$ cat config.mk
export PLATFORM = sky130hd
export DESIGN_NAME = smcp_top
export DESIGN_NICKNAME = d
export VERILOG_FILES = /design/src/smcp_pkg.sv /design/src/smcp_top.sv /design/src/smcp_uart.sv
export VERILOG_INCLUDE_DIRS = /design/src
export SDC_FILE = /design/constraint.sdc
export NUM_CORES = 1
export LEC_CHECK = 0
export BUFFER_PORTS_ARGS = -buffer_cell sky130_fd_sc_hd__buf_4
export CAP_MARGIN = 40
export CORE_ASPECT_RATIO = 0.8
export CORE_MARGIN = 8
export CORE_UTILIZATION = 55
export CTS_CLUSTER_DIAMETER = 150
export CTS_CLUSTER_SIZE = 28
export DETAILED_ROUTE_END_ITERATION = 12
export GPL_TIMING_DRIVEN = 0
export PLACE_DENSITY = 0.77
export REMOVE_ABC_BUFFERS = 1
export SLEW_MARGIN = 20
export SYNTH_ARGS = -nofsm -noshare
export SYNTH_HDL_FRONTEND = slang
export SYNTH_SLANG_ARGS = --single-unit
$ cat constraint.sdc
create_clock -name i_mclk -period 3.9 [get_ports i_mclk]
set_input_delay 1.17 -clock i_mclk [delete_from_list [all_inputs] [get_ports i_mclk]]
set_output_delay 1.17 -clock i_mclk [all_outputs]
set_load 0.03 [all_outputs]
$ cat src/smcp_defs.svh
// constants for the serial mode command protocol block
`ifndef SMCP_DEFS_SVH
`define SMCP_DEFS_SVH

// clock and serial timing
`define SMCP_CLK_HZ         10000000
`define SMCP_BAUD           38400
`define SMCP_BIT_CYC        (`SMCP_CLK_HZ / `SMCP_BAUD)
`define SMCP_HALF_CYC       (`SMCP_BIT_CYC / 2)
`define SMCP_DATA_BITS      8
`define SMCP_REPORT_MS      200
`define SMCP_REPORT_CYC     (`SMCP_CLK_HZ / 1000 * `SMCP_REPORT_MS)

// command bytes
`define SMCP_PREFIX         8'h9D
`define SMCP_CODE_FULL      8'h54
`define SMCP_CODE_QUIET     8'h00
`define SMCP_CODE_FLOW      8'h56
`define SMCP_CODE_LOOKUP    8'h55

// message lengths in bytes
`define SMCP_LEN_ANN_FULL   26
`define SMCP_LEN_ANN_QUIET  19
`define SMCP_LEN_ANN_FLOW   23
`define SMCP_LEN_LOOKUP     27
`define SMCP_LEN_FRM_FULL   25
`define SMCP_LEN_FRM_FLOW   13

// digit field positions inside messages
`define SMCP_FULL_VOLT_POS  2
`define SMCP_FULL_FLOW_POS  10
`define SMCP_FLOW_FLOW_POS  2
`define SMCP_LOOK_FLOW_POS  0
`define SMCP_VOLT_DIGITS    5
`define SMCP_FLOW_DIGITS    8
`define SMCP_ASCII_ZERO     8'h30

// reset values
`define SMCP_RESET_MODE     2'b00

`endif

$ cat src/smcp_pkg.sv
// types for the serial mode command protocol block
package smcp_pkg;

  typedef enum logic [1:0] {
    SMCP_MODE_QUIET = 2'b00,
    SMCP_MODE_FULL  = 2'b01,
    SMCP_MODE_FLOW  = 2'b10
  } smcp_mode_t;

  typedef enum logic [0:0] {
    SMCP_CMD_IDLE  = 1'b0,
    SMCP_CMD_ARMED = 1'b1
  } smcp_cmd_st_t;

  typedef enum logic [2:0] {
    SMCP_MSG_ANN_FULL  = 3'b000,
    SMCP_MSG_ANN_QUIET = 3'b001,
    SMCP_MSG_ANN_FLOW  = 3'b010,
    SMCP_MSG_LOOKUP    = 3'b011,
    SMCP_MSG_FRM_FULL  = 3'b100,
    SMCP_MSG_FRM_FLOW  = 3'b101
  } smcp_msg_t;

  typedef enum logic [1:0] {
    SMCP_UART_IDLE  = 2'b00,
    SMCP_UART_START = 2'b01,
    SMCP_UART_DATA  = 2'b10,
    SMCP_UART_STOP  = 2'b11
  } smcp_uart_st_t;

  // measurement carried into a frame: bcd digits, most significant first
  typedef struct packed {
    logic [31:0] flow;
    logic [19:0] volt;
  } smcp_meas_t;

endpackage

$ cat src/smcp_top.sv
// serial command interpreter: mode selection, echo, announcements, reports
`timescale 1ns/1ps
`include "smcp_defs.svh"
module smcp_top
  import smcp_pkg::*;
#(
  parameter int REPORT_CYC = `SMCP_REPORT_CYC
)
(
  input  wire logic       i_mclk,
  input  wire logic       i_reset,
  input  wire logic       i_rx,
  input  wire smcp_meas_t i_meas,
  output logic            o_tx,
  output smcp_mode_t      o_mode,
  output logic            o_msg_busy
);

  localparam logic [8*`SMCP_LEN_ANN_FULL-1:0]  TXT_ANN_FULL  = "IN OPERATION MODE ......\n\r";
  localparam logic [8*`SMCP_LEN_ANN_QUIET-1:0] TXT_ANN_QUIET = "IN USER MODE.....\n\r";
  localparam logic [8*`SMCP_LEN_ANN_FLOW-1:0]  TXT_ANN_FLOW  = "IN CUSTOMER MODE.....\n\r";
  localparam logic [8*`SMCP_LEN_LOOKUP-1:0]    TXT_LOOKUP    = "00000000IN USER MODE.....\n\r";
  localparam logic [8*`SMCP_LEN_FRM_FULL-1:0]  TXT_FRM_FULL  = "V=00000\nF=00000000\nA=0\n;\n";
  localparam logic [8*`SMCP_LEN_FRM_FLOW-1:0]  TXT_FRM_FLOW  = "F=00000000\n;\n";
  localparam logic [20:0] RPT_LAST = 21'(REPORT_CYC - 1);
  localparam int          TXT_W    = 8*`SMCP_LEN_LOOKUP;

  smcp_cmd_st_t cmd_st;
  smcp_mode_t   mode;
  smcp_msg_t    cmd_kind;
  smcp_msg_t    msg_kind;
  smcp_meas_t   snap;
  logic         cmd_pend;
  logic         echo_pend;
  logic [7:0]   echo_byte;
  logic         msg_busy;
  logic [4:0]   msg_idx;
  logic [4:0]   msg_last;
  logic [7:0]   msg_byte;
  logic         frame_due;
  logic [20:0]  rpt_cnt;
  logic         rpt_wrap;
  logic         rx_valid;
  logic [7:0]   rx_data;
  logic         tx_valid;
  logic         tx_ready;
  logic [7:0]   tx_data;
  logic         tx_fire;
  logic         code_ok;
  logic         accept;
  logic         prefix_hit;
  logic         start_cmd;
  logic         start_frame;
  smcp_mode_t   next_mode;
  smcp_msg_t    next_kind;

  smcp_uart u_uart (
    .i_mclk     (i_mclk),
    .i_reset    (i_reset),
    .i_rx       (i_rx),
    .o_rx_valid (rx_valid),
    .o_rx_data  (rx_data),
    .i_tx_valid (tx_valid),
    .i_tx_data  (tx_data),
    .o_tx_ready (tx_ready),
    .o_tx       (o_tx)
  );
  // byte i of a text of length len, texts widened to the longest one
  function automatic logic [7:0] pick(input logic [TXT_W-1:0] s,
                                      input int len, input logic [4:0] i);
    return s[8*(len-1-int'(i)) +: 8];
  endfunction
  function automatic logic [7:0] flow_chr(input logic [31:0] f, input int n);
    return `SMCP_ASCII_ZERO + {4'h0, f[4*(`SMCP_FLOW_DIGITS-1-n) +: 4]};
  endfunction
  function automatic logic [7:0] volt_chr(input logic [19:0] v, input int n);
    return `SMCP_ASCII_ZERO + {4'h0, v[4*(`SMCP_VOLT_DIGITS-1-n) +: 4]};
  endfunction

  always_comb
  begin
    code_ok   = 1'b1;
    next_mode = mode;
    next_kind = SMCP_MSG_ANN_QUIET;
    case (rx_data)
      `SMCP_CODE_FULL:
      begin
        next_mode = SMCP_MODE_FULL;
        next_kind = SMCP_MSG_ANN_FULL;
      end
      `SMCP_CODE_QUIET:
      begin
        next_mode = SMCP_MODE_QUIET;
        next_kind = SMCP_MSG_ANN_QUIET;
      end
      `SMCP_CODE_FLOW:
      begin
        next_mode = SMCP_MODE_FLOW;
        next_kind = SMCP_MSG_ANN_FLOW;
      end
      `SMCP_CODE_LOOKUP:
      begin
        next_mode = SMCP_MODE_QUIET;
        next_kind = SMCP_MSG_LOOKUP;
      end
      default:
        code_ok = 1'b0;
    endcase
  end

  assign prefix_hit = rx_valid && (cmd_st == SMCP_CMD_IDLE) && (rx_data == `SMCP_PREFIX);
  assign accept     = rx_valid && (cmd_st == SMCP_CMD_ARMED) && code_ok;
  // prefix then code; any other byte returns to idle silently
  always_ff @(posedge i_mclk)
  begin
    if (i_reset)
      cmd_st <= SMCP_CMD_IDLE;
    else if (prefix_hit)
      cmd_st <= SMCP_CMD_ARMED;
    else if (rx_valid)
      cmd_st <= SMCP_CMD_IDLE;
  end

  always_ff @(posedge i_mclk)
  begin
    if (i_reset)
      mode <= smcp_mode_t'(`SMCP_RESET_MODE);
    else if (accept)
      mode <= next_mode;
  end
  // echo has priority over message bytes; a new byte wins over the clear
  always_ff @(posedge i_mclk)
  begin
    if (i_reset)
    begin
      echo_pend <= 1'b0;
      echo_byte <= 8'h00;
    end
    else if (prefix_hit || accept)
    begin
      echo_pend <= 1'b1;
      echo_byte <= rx_data;
    end
    else if (tx_fire && echo_pend)
      echo_pend <= 1'b0;
  end
  always_ff @(posedge i_mclk)
  begin
    if (i_reset)
    begin
      cmd_pend <= 1'b0;
      cmd_kind <= SMCP_MSG_ANN_QUIET;
    end
    else if (accept)
    begin
      cmd_pend <= 1'b1;
      cmd_kind <= next_kind;
    end
    else if (start_cmd)
      cmd_pend <= 1'b0;
  end
  // report period, restarted by every accepted command
  assign rpt_wrap = (rpt_cnt == RPT_LAST);
  always_ff @(posedge i_mclk)
  begin
    if (i_reset || accept || (mode == SMCP_MODE_QUIET) || rpt_wrap)
      rpt_cnt <= 21'h000000;
    else
      rpt_cnt <= rpt_cnt + 21'h000001;
  end

  always_ff @(posedge i_mclk)
  begin
    if (i_reset || accept || (mode == SMCP_MODE_QUIET))
      frame_due <= 1'b0;
    else if (rpt_wrap)
      frame_due <= 1'b1;
    else if (start_frame)
      frame_due <= 1'b0;
  end
  assign start_cmd   = !msg_busy && cmd_pend;
  assign start_frame = !msg_busy && !cmd_pend && frame_due && (mode != SMCP_MODE_QUIET);
  // message sequencer; a measurement snapshot is taken at message start
  always_ff @(posedge i_mclk)
  begin
    if (i_reset)
    begin
      msg_busy <= 1'b0;
      msg_kind <= SMCP_MSG_ANN_QUIET;
      msg_idx  <= 5'h00;
      snap     <= '0;
    end
    else if (start_cmd || start_frame)
    begin
      msg_busy <= 1'b1;
      msg_idx  <= 5'h00;
      snap     <= i_meas;
      if (start_cmd)
        msg_kind <= cmd_kind;
      else if (mode == SMCP_MODE_FULL)
        msg_kind <= SMCP_MSG_FRM_FULL;
      else
        msg_kind <= SMCP_MSG_FRM_FLOW;
    end
    else if (msg_busy && tx_fire && !echo_pend)
    begin
      if (msg_idx == msg_last)
        msg_busy <= 1'b0;
      else
        msg_idx <= msg_idx + 5'h01;
    end
  end

  always_comb
  begin
    msg_byte = 8'h00;
    msg_last = 5'h00;
    case (msg_kind)
      SMCP_MSG_ANN_FULL:
      begin
        msg_last = 5'(`SMCP_LEN_ANN_FULL - 1);
        msg_byte = pick(TXT_W'(TXT_ANN_FULL), `SMCP_LEN_ANN_FULL, msg_idx);
      end
      SMCP_MSG_ANN_QUIET:
      begin
        msg_last = 5'(`SMCP_LEN_ANN_QUIET - 1);
        msg_byte = pick(TXT_W'(TXT_ANN_QUIET), `SMCP_LEN_ANN_QUIET, msg_idx);
      end
      SMCP_MSG_ANN_FLOW:
      begin
        msg_last = 5'(`SMCP_LEN_ANN_FLOW - 1);
        msg_byte = pick(TXT_W'(TXT_ANN_FLOW), `SMCP_LEN_ANN_FLOW, msg_idx);
      end
      SMCP_MSG_LOOKUP:
      begin
        msg_last = 5'(`SMCP_LEN_LOOKUP - 1);
        msg_byte = pick(TXT_LOOKUP, `SMCP_LEN_LOOKUP, msg_idx);
        if (int'(msg_idx) < `SMCP_LOOK_FLOW_POS + `SMCP_FLOW_DIGITS)
          msg_byte = flow_chr(snap.flow, int'(msg_idx) - `SMCP_LOOK_FLOW_POS);
      end
      SMCP_MSG_FRM_FULL:
      begin
        msg_last = 5'(`SMCP_LEN_FRM_FULL - 1);
        msg_byte = pick(TXT_W'(TXT_FRM_FULL), `SMCP_LEN_FRM_FULL, msg_idx);
        if ((int'(msg_idx) >= `SMCP_FULL_VOLT_POS) &&
            (int'(msg_idx) < `SMCP_FULL_VOLT_POS + `SMCP_VOLT_DIGITS))
          msg_byte = volt_chr(snap.volt, int'(msg_idx) - `SMCP_FULL_VOLT_POS);
        if ((int'(msg_idx) >= `SMCP_FULL_FLOW_POS) &&
            (int'(msg_idx) < `SMCP_FULL_FLOW_POS + `SMCP_FLOW_DIGITS))
          msg_byte = flow_chr(snap.flow, int'(msg_idx) - `SMCP_FULL_FLOW_POS);
      end
      SMCP_MSG_FRM_FLOW:
      begin
        msg_last = 5'(`SMCP_LEN_FRM_FLOW - 1);
        msg_byte = pick(TXT_W'(TXT_FRM_FLOW), `SMCP_LEN_FRM_FLOW, msg_idx);
        if ((int'(msg_idx) >= `SMCP_FLOW_FLOW_POS) &&
            (int'(msg_idx) < `SMCP_FLOW_FLOW_POS + `SMCP_FLOW_DIGITS))
          msg_byte = flow_chr(snap.flow, int'(msg_idx) - `SMCP_FLOW_FLOW_POS);
      end
      default:
        msg_last = 5'h00;
    endcase
  end

  assign tx_valid   = echo_pend || msg_busy;
  assign tx_data    = echo_pend ? echo_byte : msg_byte;
  assign tx_fire    = tx_valid && tx_ready;
  assign o_mode     = mode;
  assign o_msg_busy = msg_busy;
endmodule

$ cat src/smcp_uart.sv
// 8n1 serial receiver and transmitter
`timescale 1ns/1ps
`include "smcp_defs.svh"
module smcp_uart
  import smcp_pkg::*;
(
  input  wire logic       i_mclk,
  input  wire logic       i_reset,
  input  wire logic       i_rx,
  output logic            o_rx_valid,
  output logic [7:0]      o_rx_data,
  input  wire logic       i_tx_valid,
  input  wire logic [7:0] i_tx_data,
  output logic            o_tx_ready,
  output logic            o_tx
);

  localparam logic [8:0] BIT_LAST  = 9'(`SMCP_BIT_CYC - 1);
  localparam logic [8:0] HALF_LAST = 9'(`SMCP_HALF_CYC - 1);
  localparam logic [2:0] BITS_LAST = 3'(`SMCP_DATA_BITS - 1);

  logic          rx_meta;
  logic          rx_sync;
  smcp_uart_st_t rx_st;
  logic [8:0]    rx_cnt;
  logic [2:0]    rx_bit;
  logic [7:0]    rx_shift;
  smcp_uart_st_t tx_st;
  logic [8:0]    tx_cnt;
  logic [2:0]    tx_bit;
  logic [7:0]    tx_shift;
  logic          tx_tick;

  // two-stage pin synchroniser
  always_ff @(posedge i_mclk)
  begin
    if (i_reset)
    begin
      rx_meta <= 1'b1;
      rx_sync <= 1'b1;
    end
    else
    begin
      rx_meta <= i_rx;
      rx_sync <= rx_meta;
    end
  end

  // receiver: start check at mid bit, then sample each bit centre
  always_ff @(posedge i_mclk)
  begin
    if (i_reset)
    begin
      rx_st      <= SMCP_UART_IDLE;
      rx_cnt     <= 9'h000;
      rx_bit     <= 3'h0;
      rx_shift   <= 8'h00;
      o_rx_valid <= 1'b0;
      o_rx_data  <= 8'h00;
    end
    else
    begin
      o_rx_valid <= 1'b0;
      rx_cnt     <= rx_cnt + 9'h001;
      case (rx_st)
        SMCP_UART_IDLE:
        begin
          rx_cnt <= 9'h000;
          if (!rx_sync)
            rx_st <= SMCP_UART_START;
        end
        SMCP_UART_START:
          if (rx_cnt == HALF_LAST)
          begin
            rx_cnt <= 9'h000;
            rx_bit <= 3'h0;
            rx_st  <= rx_sync ? SMCP_UART_IDLE : SMCP_UART_DATA;
          end
        SMCP_UART_DATA:
          if (rx_cnt == BIT_LAST)
          begin
            rx_cnt   <= 9'h000;
            rx_shift <= {rx_sync, rx_shift[7:1]};
            rx_bit   <= rx_bit + 3'h1;
            if (rx_bit == BITS_LAST)
              rx_st <= SMCP_UART_STOP;
          end
        SMCP_UART_STOP:
          if (rx_cnt == BIT_LAST)
          begin
            rx_st <= SMCP_UART_IDLE;
            // a bad stop bit drops the byte
            if (rx_sync)
            begin
              o_rx_valid <= 1'b1;
              o_rx_data  <= rx_shift;
            end
          end
        default:
          rx_st <= SMCP_UART_IDLE;
      endcase
    end
  end

  assign tx_tick    = (tx_cnt == BIT_LAST);
  assign o_tx_ready = (tx_st == SMCP_UART_IDLE);

  // transmitter: start bit, eight bits lsb first, one stop bit
  always_ff @(posedge i_mclk)
  begin
    if (i_reset)
    begin
      tx_st    <= SMCP_UART_IDLE;
      tx_cnt   <= 9'h000;
      tx_bit   <= 3'h0;
      tx_shift <= 8'h00;
      o_tx     <= 1'b1;
    end
    else
    begin
      tx_cnt <= tx_tick ? 9'h000 : tx_cnt + 9'h001;
      case (tx_st)
        SMCP_UART_IDLE:
        begin
          tx_cnt <= 9'h000;
          if (i_tx_valid)
          begin
            tx_shift <= i_tx_data;
            tx_st    <= SMCP_UART_START;
            o_tx     <= 1'b0;
          end
        end
        SMCP_UART_START:
          if (tx_tick)
          begin
            tx_st  <= SMCP_UART_DATA;
            tx_bit <= 3'h0;
            o_tx   <= tx_shift[0];
          end
        SMCP_UART_DATA:
          if (tx_tick)
          begin
            tx_shift <= {1'b0, tx_shift[7:1]};
            tx_bit   <= tx_bit + 3'h1;
            if (tx_bit == BITS_LAST)
            begin
              tx_st <= SMCP_UART_STOP;
              o_tx  <= 1'b1;
            end
            else
              o_tx <= tx_shift[1];
          end
        SMCP_UART_STOP:
          if (tx_tick)
            tx_st <= SMCP_UART_IDLE;
        default:
          tx_st <= SMCP_UART_IDLE;
      endcase
    end
  end
endmodule
==> results of run 1 <==
## final timing paths
path | from | end | slack, ns | cells past startpoint
worst max register to register | msg_idx[1] | u_uart.tx_shift[1] | 0.21 | 9
worst min register to register | u_uart.rx_meta | u_uart.rx_sync | 0.41 | 1
worst min-delay path | u_uart.rx_meta | u_uart.rx_sync | 0.41 | 1
worst max-delay path | msg_idx[1] | u_uart.tx_shift[1] | 0.21 | 9
## area by class of cell
| cell class | count | area share (%) |
|---|---|---|
| clock buffer | 19 | 3.97 |
| sequential | 154 | 27.1 |
| inverter | 25 | 0.844 |
| multi-input combinational | 1061 | 58.2 |
| clock inverter | 13 | 1.27 |
| timing repair buffer | 74 | 6.09 |
| tap | 230 | 2.52 |
## power breakdown
| part | internal [mW] | switching (mW) | leakage [nW] |
|---|---|---|---|
| sequential | 1.61 | 0.0337 | 1.24 |
| combinational | 0.148 | 0.215 | 2.47 |
| clock | 0.941 | 0.735 | 0.290 |
## critical path: cells and delay by family (launching register included)
kind                       cells  cell delay [ns]
buffers and inverters          1             0.39
and+or+nand+nor                2             0.66
adders and majority gates      1             0.72
DFF                            1             0.43
AOI/OAI and AO/OA              5             1.34
## routing by layer
metal  vias to the layer above  part of all wire [%]  track usage, %
li1                       4799                     -               -
met1                      4683                    45            35.5
met2                       494                    42            37.3
met3                        44                    11            7.17
met4                         0                   1.6            6.53
met5                         -                     0               0
## synthesized netlist by cell type (5+ instances only)
cell | number | area [sq um]
inv_1 | 22 | 82.6
xor2_1 | 27 | 236
o21ai_0 | 59 | 295
dfxtp_1 | 154 | 3080
o31ai_1 | 7 | 52.6
a311oi_1 | 13 | 114
and3_1 | 16 | 100
o21ai_1 | 5 | 25.0
nor3_1 | 32 | 160
o211ai_1 | 11 | 82.6
or2_2 | 5 | 31.3
mux2i_1 | 31 | 310
a211oi_1 | 11 | 82.6
clkbuf_1 | 51 | 191
o21a_1 | 7 | 52.6
xnor2_1 | 32 | 280
mux4_2 | 20 | 450
nor2b_1 | 18 | 113
ha_1 | 32 | 400
nand4b_1 | 5 | 43.8
nand2b_1 | 16 | 100
a31oi_1 | 12 | 75.1
nor2_1 | 150 | 563
or3_1 | 9 | 56.3
nand2_1 | 205 | 769
o22ai_1 | 6 | 37.5
nand4_1 | 19 | 119
a21oi_1 | 134 | 671
buf_2 | 34 | 170
and2_1 | 14 | 87.6
o2bb2ai_1 | 7 | 61.3
buf_1 | 6 | 22.5
nor4_1 | 9 | 56.3
nand3_1 | 39 | 195
o221ai_1 | 5 | 43.8
a221oi_1 | 6 | 52.6
buf_4 | 5 | 37.5
## cells by family after synthesis
logic type | after synthesis
compound gates | 349
xor+xnor | 60
fa+ha+maj | 32
buf+inv | 122
flops | 154
mux | 52
simple gates | 568
## sequential cells by signal (all words and copies together) (netlist names), 3 cells and up, named ones only
signal,count
rpt_cnt,21
echo_byte,8
u_uart.rx_bit,3
msg_idx,5
u_uart.tx_bit,3
u_uart.rx_shift,8
u_uart.o_rx_data,8
snap,52
u_uart.rx_cnt,9
msg_kind,3
u_uart.tx_shift,8
u_uart.tx_cnt,9
## repair_timing
action / CTS / global route
buffers inserted: 0 / 0
resized for setup: 2 / 3
setup endpoints to repair: 7 / 5
pin swaps: 0 / 1
## metrics by stage
step / std cells / setup TNS, ns / util, % / total power, mW / setup slack (ns)
final: 1576 / 0 / 62.8 / 3.68 / 0.211
after global routing: 1576 / 0 / 62.8 / 3.83 / 0.0361
after global placement: 1528 / -30.15 / 57.8 / 2.02 / -4.07
after detailed placement: 1541 / -1.56 / 59.2 / 2.03 / -0.459
after floorplan: 1240 / -8.40 / - / 1.88 / -1.28
after CTS: 1573 / 0 / 62.6 / 3.70 / 0.0693
==> flow_metrics.env, run 1 <==
export IMPL_outcome="finished clean"
export IMPL_place_gp_congestion=0.975
export IMPL_fin_crit_sh_pct=94.6
export IMPL_wirelength_um=28900
export IMPL_setup_viol=0
export IMPL_ys_warnings_count=0
export IMPL_fin_area_sq_um=11400
export IMPL_design_core_area_sq_um=18200
export IMPL_finalHoldViolations=0
export IMPL_crit_required_ns=4.19
export IMPL_routedWlPerCell_um=18.3
export IMPL_rsz0062_at_grt="false"
export IMPL_hp_class="reg -> reg"
export IMPL_vdd_ir_drop_max_v=0.000302
export IMPL_syn_to_final_growth_pct=11.7
export IMPL_antenna_found_initial=0
export IMPL_slew_headroom_pct=44.2
export IMPL_synth_xor_area_share_pct=5.22
export IMPL_cts_buffers=17
export IMPL_multi_input_area_sq_um=6640
export IMPL_synthSimpleGateAreaFrac_pct=26.0
export IMPL_synthesis_area_sq_um=10200
export IMPL_grt_max_degree=68
export IMPL_grt_pass1_wl_um=47600
export IMPL_layout_common_cells="nand2_1, nor2_1, dfxtp_1, a21oi_1, buf_4"
export IMPL_synth_edf_count=0
export IMPL_leakage_nw=4.01
export IMPL_start_util_pct=56.2
export IMPL_synth_main_ff_cell="dfxtp_1"
export IMPL_fin_skew_ns=0.0104
export IMPL_cts_sinks=154
export IMPL_viasPerCell=6.36
export IMPL_startpoint_type="flip-flop"
export IMPL_async_flop_share_pct=0
export IMPL_rows=44
export IMPL_cp_end_kind="flip-flop"
export IMPL_ant_nets=0
export IMPL_drive_gt1_share_pct=11.9
export IMPL_grt_pass1_vias=9244
export IMPL_whs_ns=0.410
export IMPL_cts_tree="yes"
export IMPL_drcViolationCount=0
export IMPL_power_density_nw_per_um2=322
export IMPL_cts_root_buf="clkbuf_16"
export IMPL_die_y_um=138
export IMPL_synthAdderAreaFrac_pct=3.92
export IMPL_ys_seq_elements=154
export IMPL_portBuffers=58
export IMPL_pin_count=59
export IMPL_dieArea_sq_um=23200
export IMPL_place_hpwl_um=20300
export IMPL_avgSynthCellArea_sq_um=7.64
export IMPL_final_nets=1420
export IMPL_path_cells="inv_1 > ha_1 > nor2_1 > o21ai_1 > and2_1 > a221oi_1 > o22a_1 > a2111oi_0 > a311oi_1"
export IMPL_drt_first_pass_iters=6
export IMPL_vias=10020
export IMPL_track_usage_pct=25.2
export IMPL_clk_latency_ns=0.43
export IMPL_synth_compound_area_share_pct=21.9
export IMPL_drtIter0Drc=1268
export IMPL_placed_area_sq_um=10800
export IMPL_max_stage_delay_ns=0.72
export IMPL_synth_cell_types=84
export IMPL_fin_crit_ns=3.69
export IMPL_cp_slowest_cell="ha_1"
export IMPL_muxShareOfSynthArea_pct=7.56
export IMPL_nFillCells=1592
export IMPL_cts_hold_buf=0
export IMPL_h_tree_depth=4
export IMPL_clkTransAtPathRegs_ns=0.07
export IMPL_cap_violations=0
export IMPL_yosysSeqAreaShare_pct=30.2
export IMPL_cp_max_fo=18
export IMPL_crit_type="reg -> reg"
export IMPL_seq_area_sq_um=3090
export IMPL_chipWidth_um=168
export IMPL_clock_path_buffers=2
export IMPL_syn_inst=1337
export IMPL_overflow=0
export IMPL_fmax_ghz=0.271
export IMPL_cp_arrival_ns=3.98
export IMPL_final_max_slew_viol_count=0
export IMPL_synth_top_family_by_area="simple AND/OR/NAND/NOR gates"
export IMPL_num_antenna_cells=0
export IMPL_layout_cells_most_common="nand2_1"
export IMPL_worst_slew_pin_slew_ns=0.836
No activity file was read; power rests on OpenSTA's default activity.
==> run 2: changes to the inputs <==
--- a/config.mk
+++ b/config.mk
@@ -16,7 +16,6 @@
 export DETAILED_ROUTE_END_ITERATION = 12
 export GPL_TIMING_DRIVEN = 0
-export PLACE_DENSITY = 0.77
+export PLACE_DENSITY = 0.8
 export REMOVE_ABC_BUFFERS = 1
-export SLEW_MARGIN = 20
 export SYNTH_ARGS = -nofsm -noshare
 export SYNTH_HDL_FRONTEND = slang
==> constraint.sdc (replaced) <==
create_clock -name i_mclk -period 3.35 [get_ports i_mclk]
set_input_delay 0.67 -clock i_mclk [delete_from_list [all_inputs] [get_ports i_mclk]]
set_output_delay 0.67 -clock i_mclk [all_outputs]
set_load 0.03 [all_outputs]
==> run 2 against run 1 <==
Compared with the run above: via count is essentially flat; hold slack gained 0.00056 ns; sequential share of layout area shrank 0.25 points; global-route usage shrank 0.59 points; register-to-register slack lost 0.10 ns.
==> flow_metrics.env, run 2 (synthesis gave the netlist of run 1 again) <==
export IMPL_vdd_ir_drop_max_v=0.000389
export IMPL_timing_final_ws_setup_ns=0.109
export IMPL_clkTransAtPathRegs_ns=0.07
export IMPL_finalHoldViolations=0
export IMPL_design_core_area_sq_um=18200
export IMPL_num_antenna_cells=0
export IMPL_rows=44
export IMPL_leakage_nw=4.04
export IMPL_start_util_pct=56.2
export IMPL_die_y_um=138
export IMPL_ff2ff_setup_slack_ns=0.11
export IMPL_max_stage_delay_ns=0.60
export IMPL_cp_arrival_ns=3.54
export IMPL_rr_worst_depth=8
export IMPL_track_usage_pct=24.6
export IMPL_r2r_end="u_uart.tx_shift[5]"
export IMPL_hp_class="reg -> reg"
export IMPL_worst_slew_pin_slew_ns=0.885
export IMPL_fin_area_sq_um=11500
export IMPL_drtIter0Drc=1359
export IMPL_vias=10023
export IMPL_cts_tree="yes"
export IMPL_fin_skew_ns=0.00727
export IMPL_place_hpwl_um=19900
export IMPL_setup_viol=0
export IMPL_slew_headroom_pct=41.0
export IMPL_final_nets=1424
export IMPL_crit_buf_inv=0
export IMPL_drive_gt1_share_pct=13.0
export IMPL_drt_first_pass_iters=8
export IMPL_overflow=0
export IMPL_critical_path_top_delay_family="simple AND/OR/NAND/NOR gates"
export IMPL_wirelength_um=28800
export IMPL_syn_to_final_growth_pct=12.7
export IMPL_placed_area_sq_um=10700
export IMPL_portBuffers=58
export IMPL_power_density_nw_per_um2=373
export IMPL_clk_latency_ns=0.43
export IMPL_startpoint_type="flip-flop"
export IMPL_cp_slowest_cell="dfxtp_4"
export IMPL_ant_nets=0
export IMPL_cts_sinks=154
export IMPL_layout_cells_most_common="nand2_1"
export IMPL_layout_common_cells="nand2_1, nor2_1, dfxtp_1, a21oi_1, buf_4"
export IMPL_fmax_ghz=0.309
export IMPL_clock_path_buffers=2
export IMPL_antenna_found_initial=0
export IMPL_largest_register="snap"
export IMPL_final_max_slew_viol_count=0
export IMPL_path_cells="ha_1 > nor2b_2 > nor3_1 > or2_1 > o311ai_0 > o2bb2ai_1 > a211oi_1 > a311oi_1"
export IMPL_cts_buffers=17
export IMPL_grt_max_degree=73
export IMPL_chipWidth_um=168
export IMPL_reg_top3="snap: 52 flops, rpt_cnt: 21 flops"
export IMPL_dieArea_sq_um=23200
export IMPL_setup_tns_ns=0
export IMPL_cp_max_fo=21
export IMPL_hold_end="u_uart.rx_sync"
export IMPL_holdPathStages=1
export IMPL_place_gp_congestion=0.970
export IMPL_place_ws_ns=-0.953
export IMPL_drcViolationCount=0
export IMPL_viasPerCell=6.34
export IMPL_routedWlPerCell_um=18.2
export IMPL_pin_count=59
export IMPL_fin_crit_ns=3.24
export IMPL_r2r_start="msg_idx[1]"
export IMPL_p_total_mw=4.30
export IMPL_min_from="u_uart.rx_meta"
export IMPL_finish_utilization_pct=63.4
export IMPL_crit_required_ns=3.65
export IMPL_fin_crit_sh_pct=96.7
export IMPL_crit_type="reg -> reg"
export IMPL_cp_end_kind="flip-flop"
export IMPL_cap_violations=0
export IMPL_grt_pass1_vias=9315
export IMPL_cts_root_buf="clkbuf_16"
export IMPL_outcome="finished clean"
export IMPL_grt_pass1_wl_um=46800
export IMPL_largest_reg_flops=52
export IMPL_h_tree_depth=4
## run 2: cell types whose count changed in the layout (fill, tap and decap cells not counted), moves of 3 or more
cell / before / now
nor2b_2: 0 / 4
buf_4: 61 / 66
inv_8: 5 / 2
nor2b_1: 18 / 14
clkinv_8: 0 / 5
## run 2: worst reg2reg max path, delay by kind of cell (launching register included)
family                   cells  cell delay, ns
flip-flops                   1            0.60
adder cells (fa/ha/maj)      1            0.43
AND/OR/NAND/NOR              3            1.05
AO/OA/AOI/OAI                4            1.02
## run 2: worst max-delay path by stage
stage               slack, ns            endpoint       start  cells after the start
floorplan               -1.83  u_uart.tx_shift[1]  msg_idx[0]                      9
global placement        -4.51  u_uart.tx_shift[3]  msg_idx[0]                      8
detailed placement      -0.95  u_uart.tx_shift[3]  msg_idx[1]                      9
CTS                      0.02  u_uart.tx_shift[0]  msg_idx[2]                      9
global route            -0.04  u_uart.tx_shift[5]  msg_idx[1]                      8
finish                   0.11  u_uart.tx_shift[5]  msg_idx[1]                      8
## run 2: cell type report
type                       instances  area, sq um
fill                            1568         6650
multi-input combinational       1061         6690
timing repair buffer              78          726
sequential                       154         3090
tap                              230          288
inverter                          25         98.8
clock inverter                    15          195
clock buffer                      17          425
## run 2: timing repair
action,4_1_cts,5_1_grt
pin swaps,1,0
endpoints found under the setup margin,7,6
buffers inserted,2,3
gates resized for setup,8,13
hold buffers,0,0
## run 2: report_power, final
group	switching, mW	internal (mW)	total (mW)
Sequential	0.0367	1.87	1.91
Clock	0.898	1.08	1.97
Combinational	0.248	0.171	0.420
Total	1.18	3.12	4.30
## run 2: layer usage
metal / track usage (%) / wire, um
met1: 34.3 / 13000
met2: 37.9 / 12400
met3: 4.78 / 2810
met4: 8.11 / 589
met5: 0 / 0
## run 2: metrics by stage
stage	hold WS, ns	instances
6_report	0.411	1580
5_1_grt	0.406	1580
4_1_cts	0.405	1576
3_5_place_dp	0.396	1542
3_3_place_gp	0.402	1528
2_1_floorplan	0.389	1240
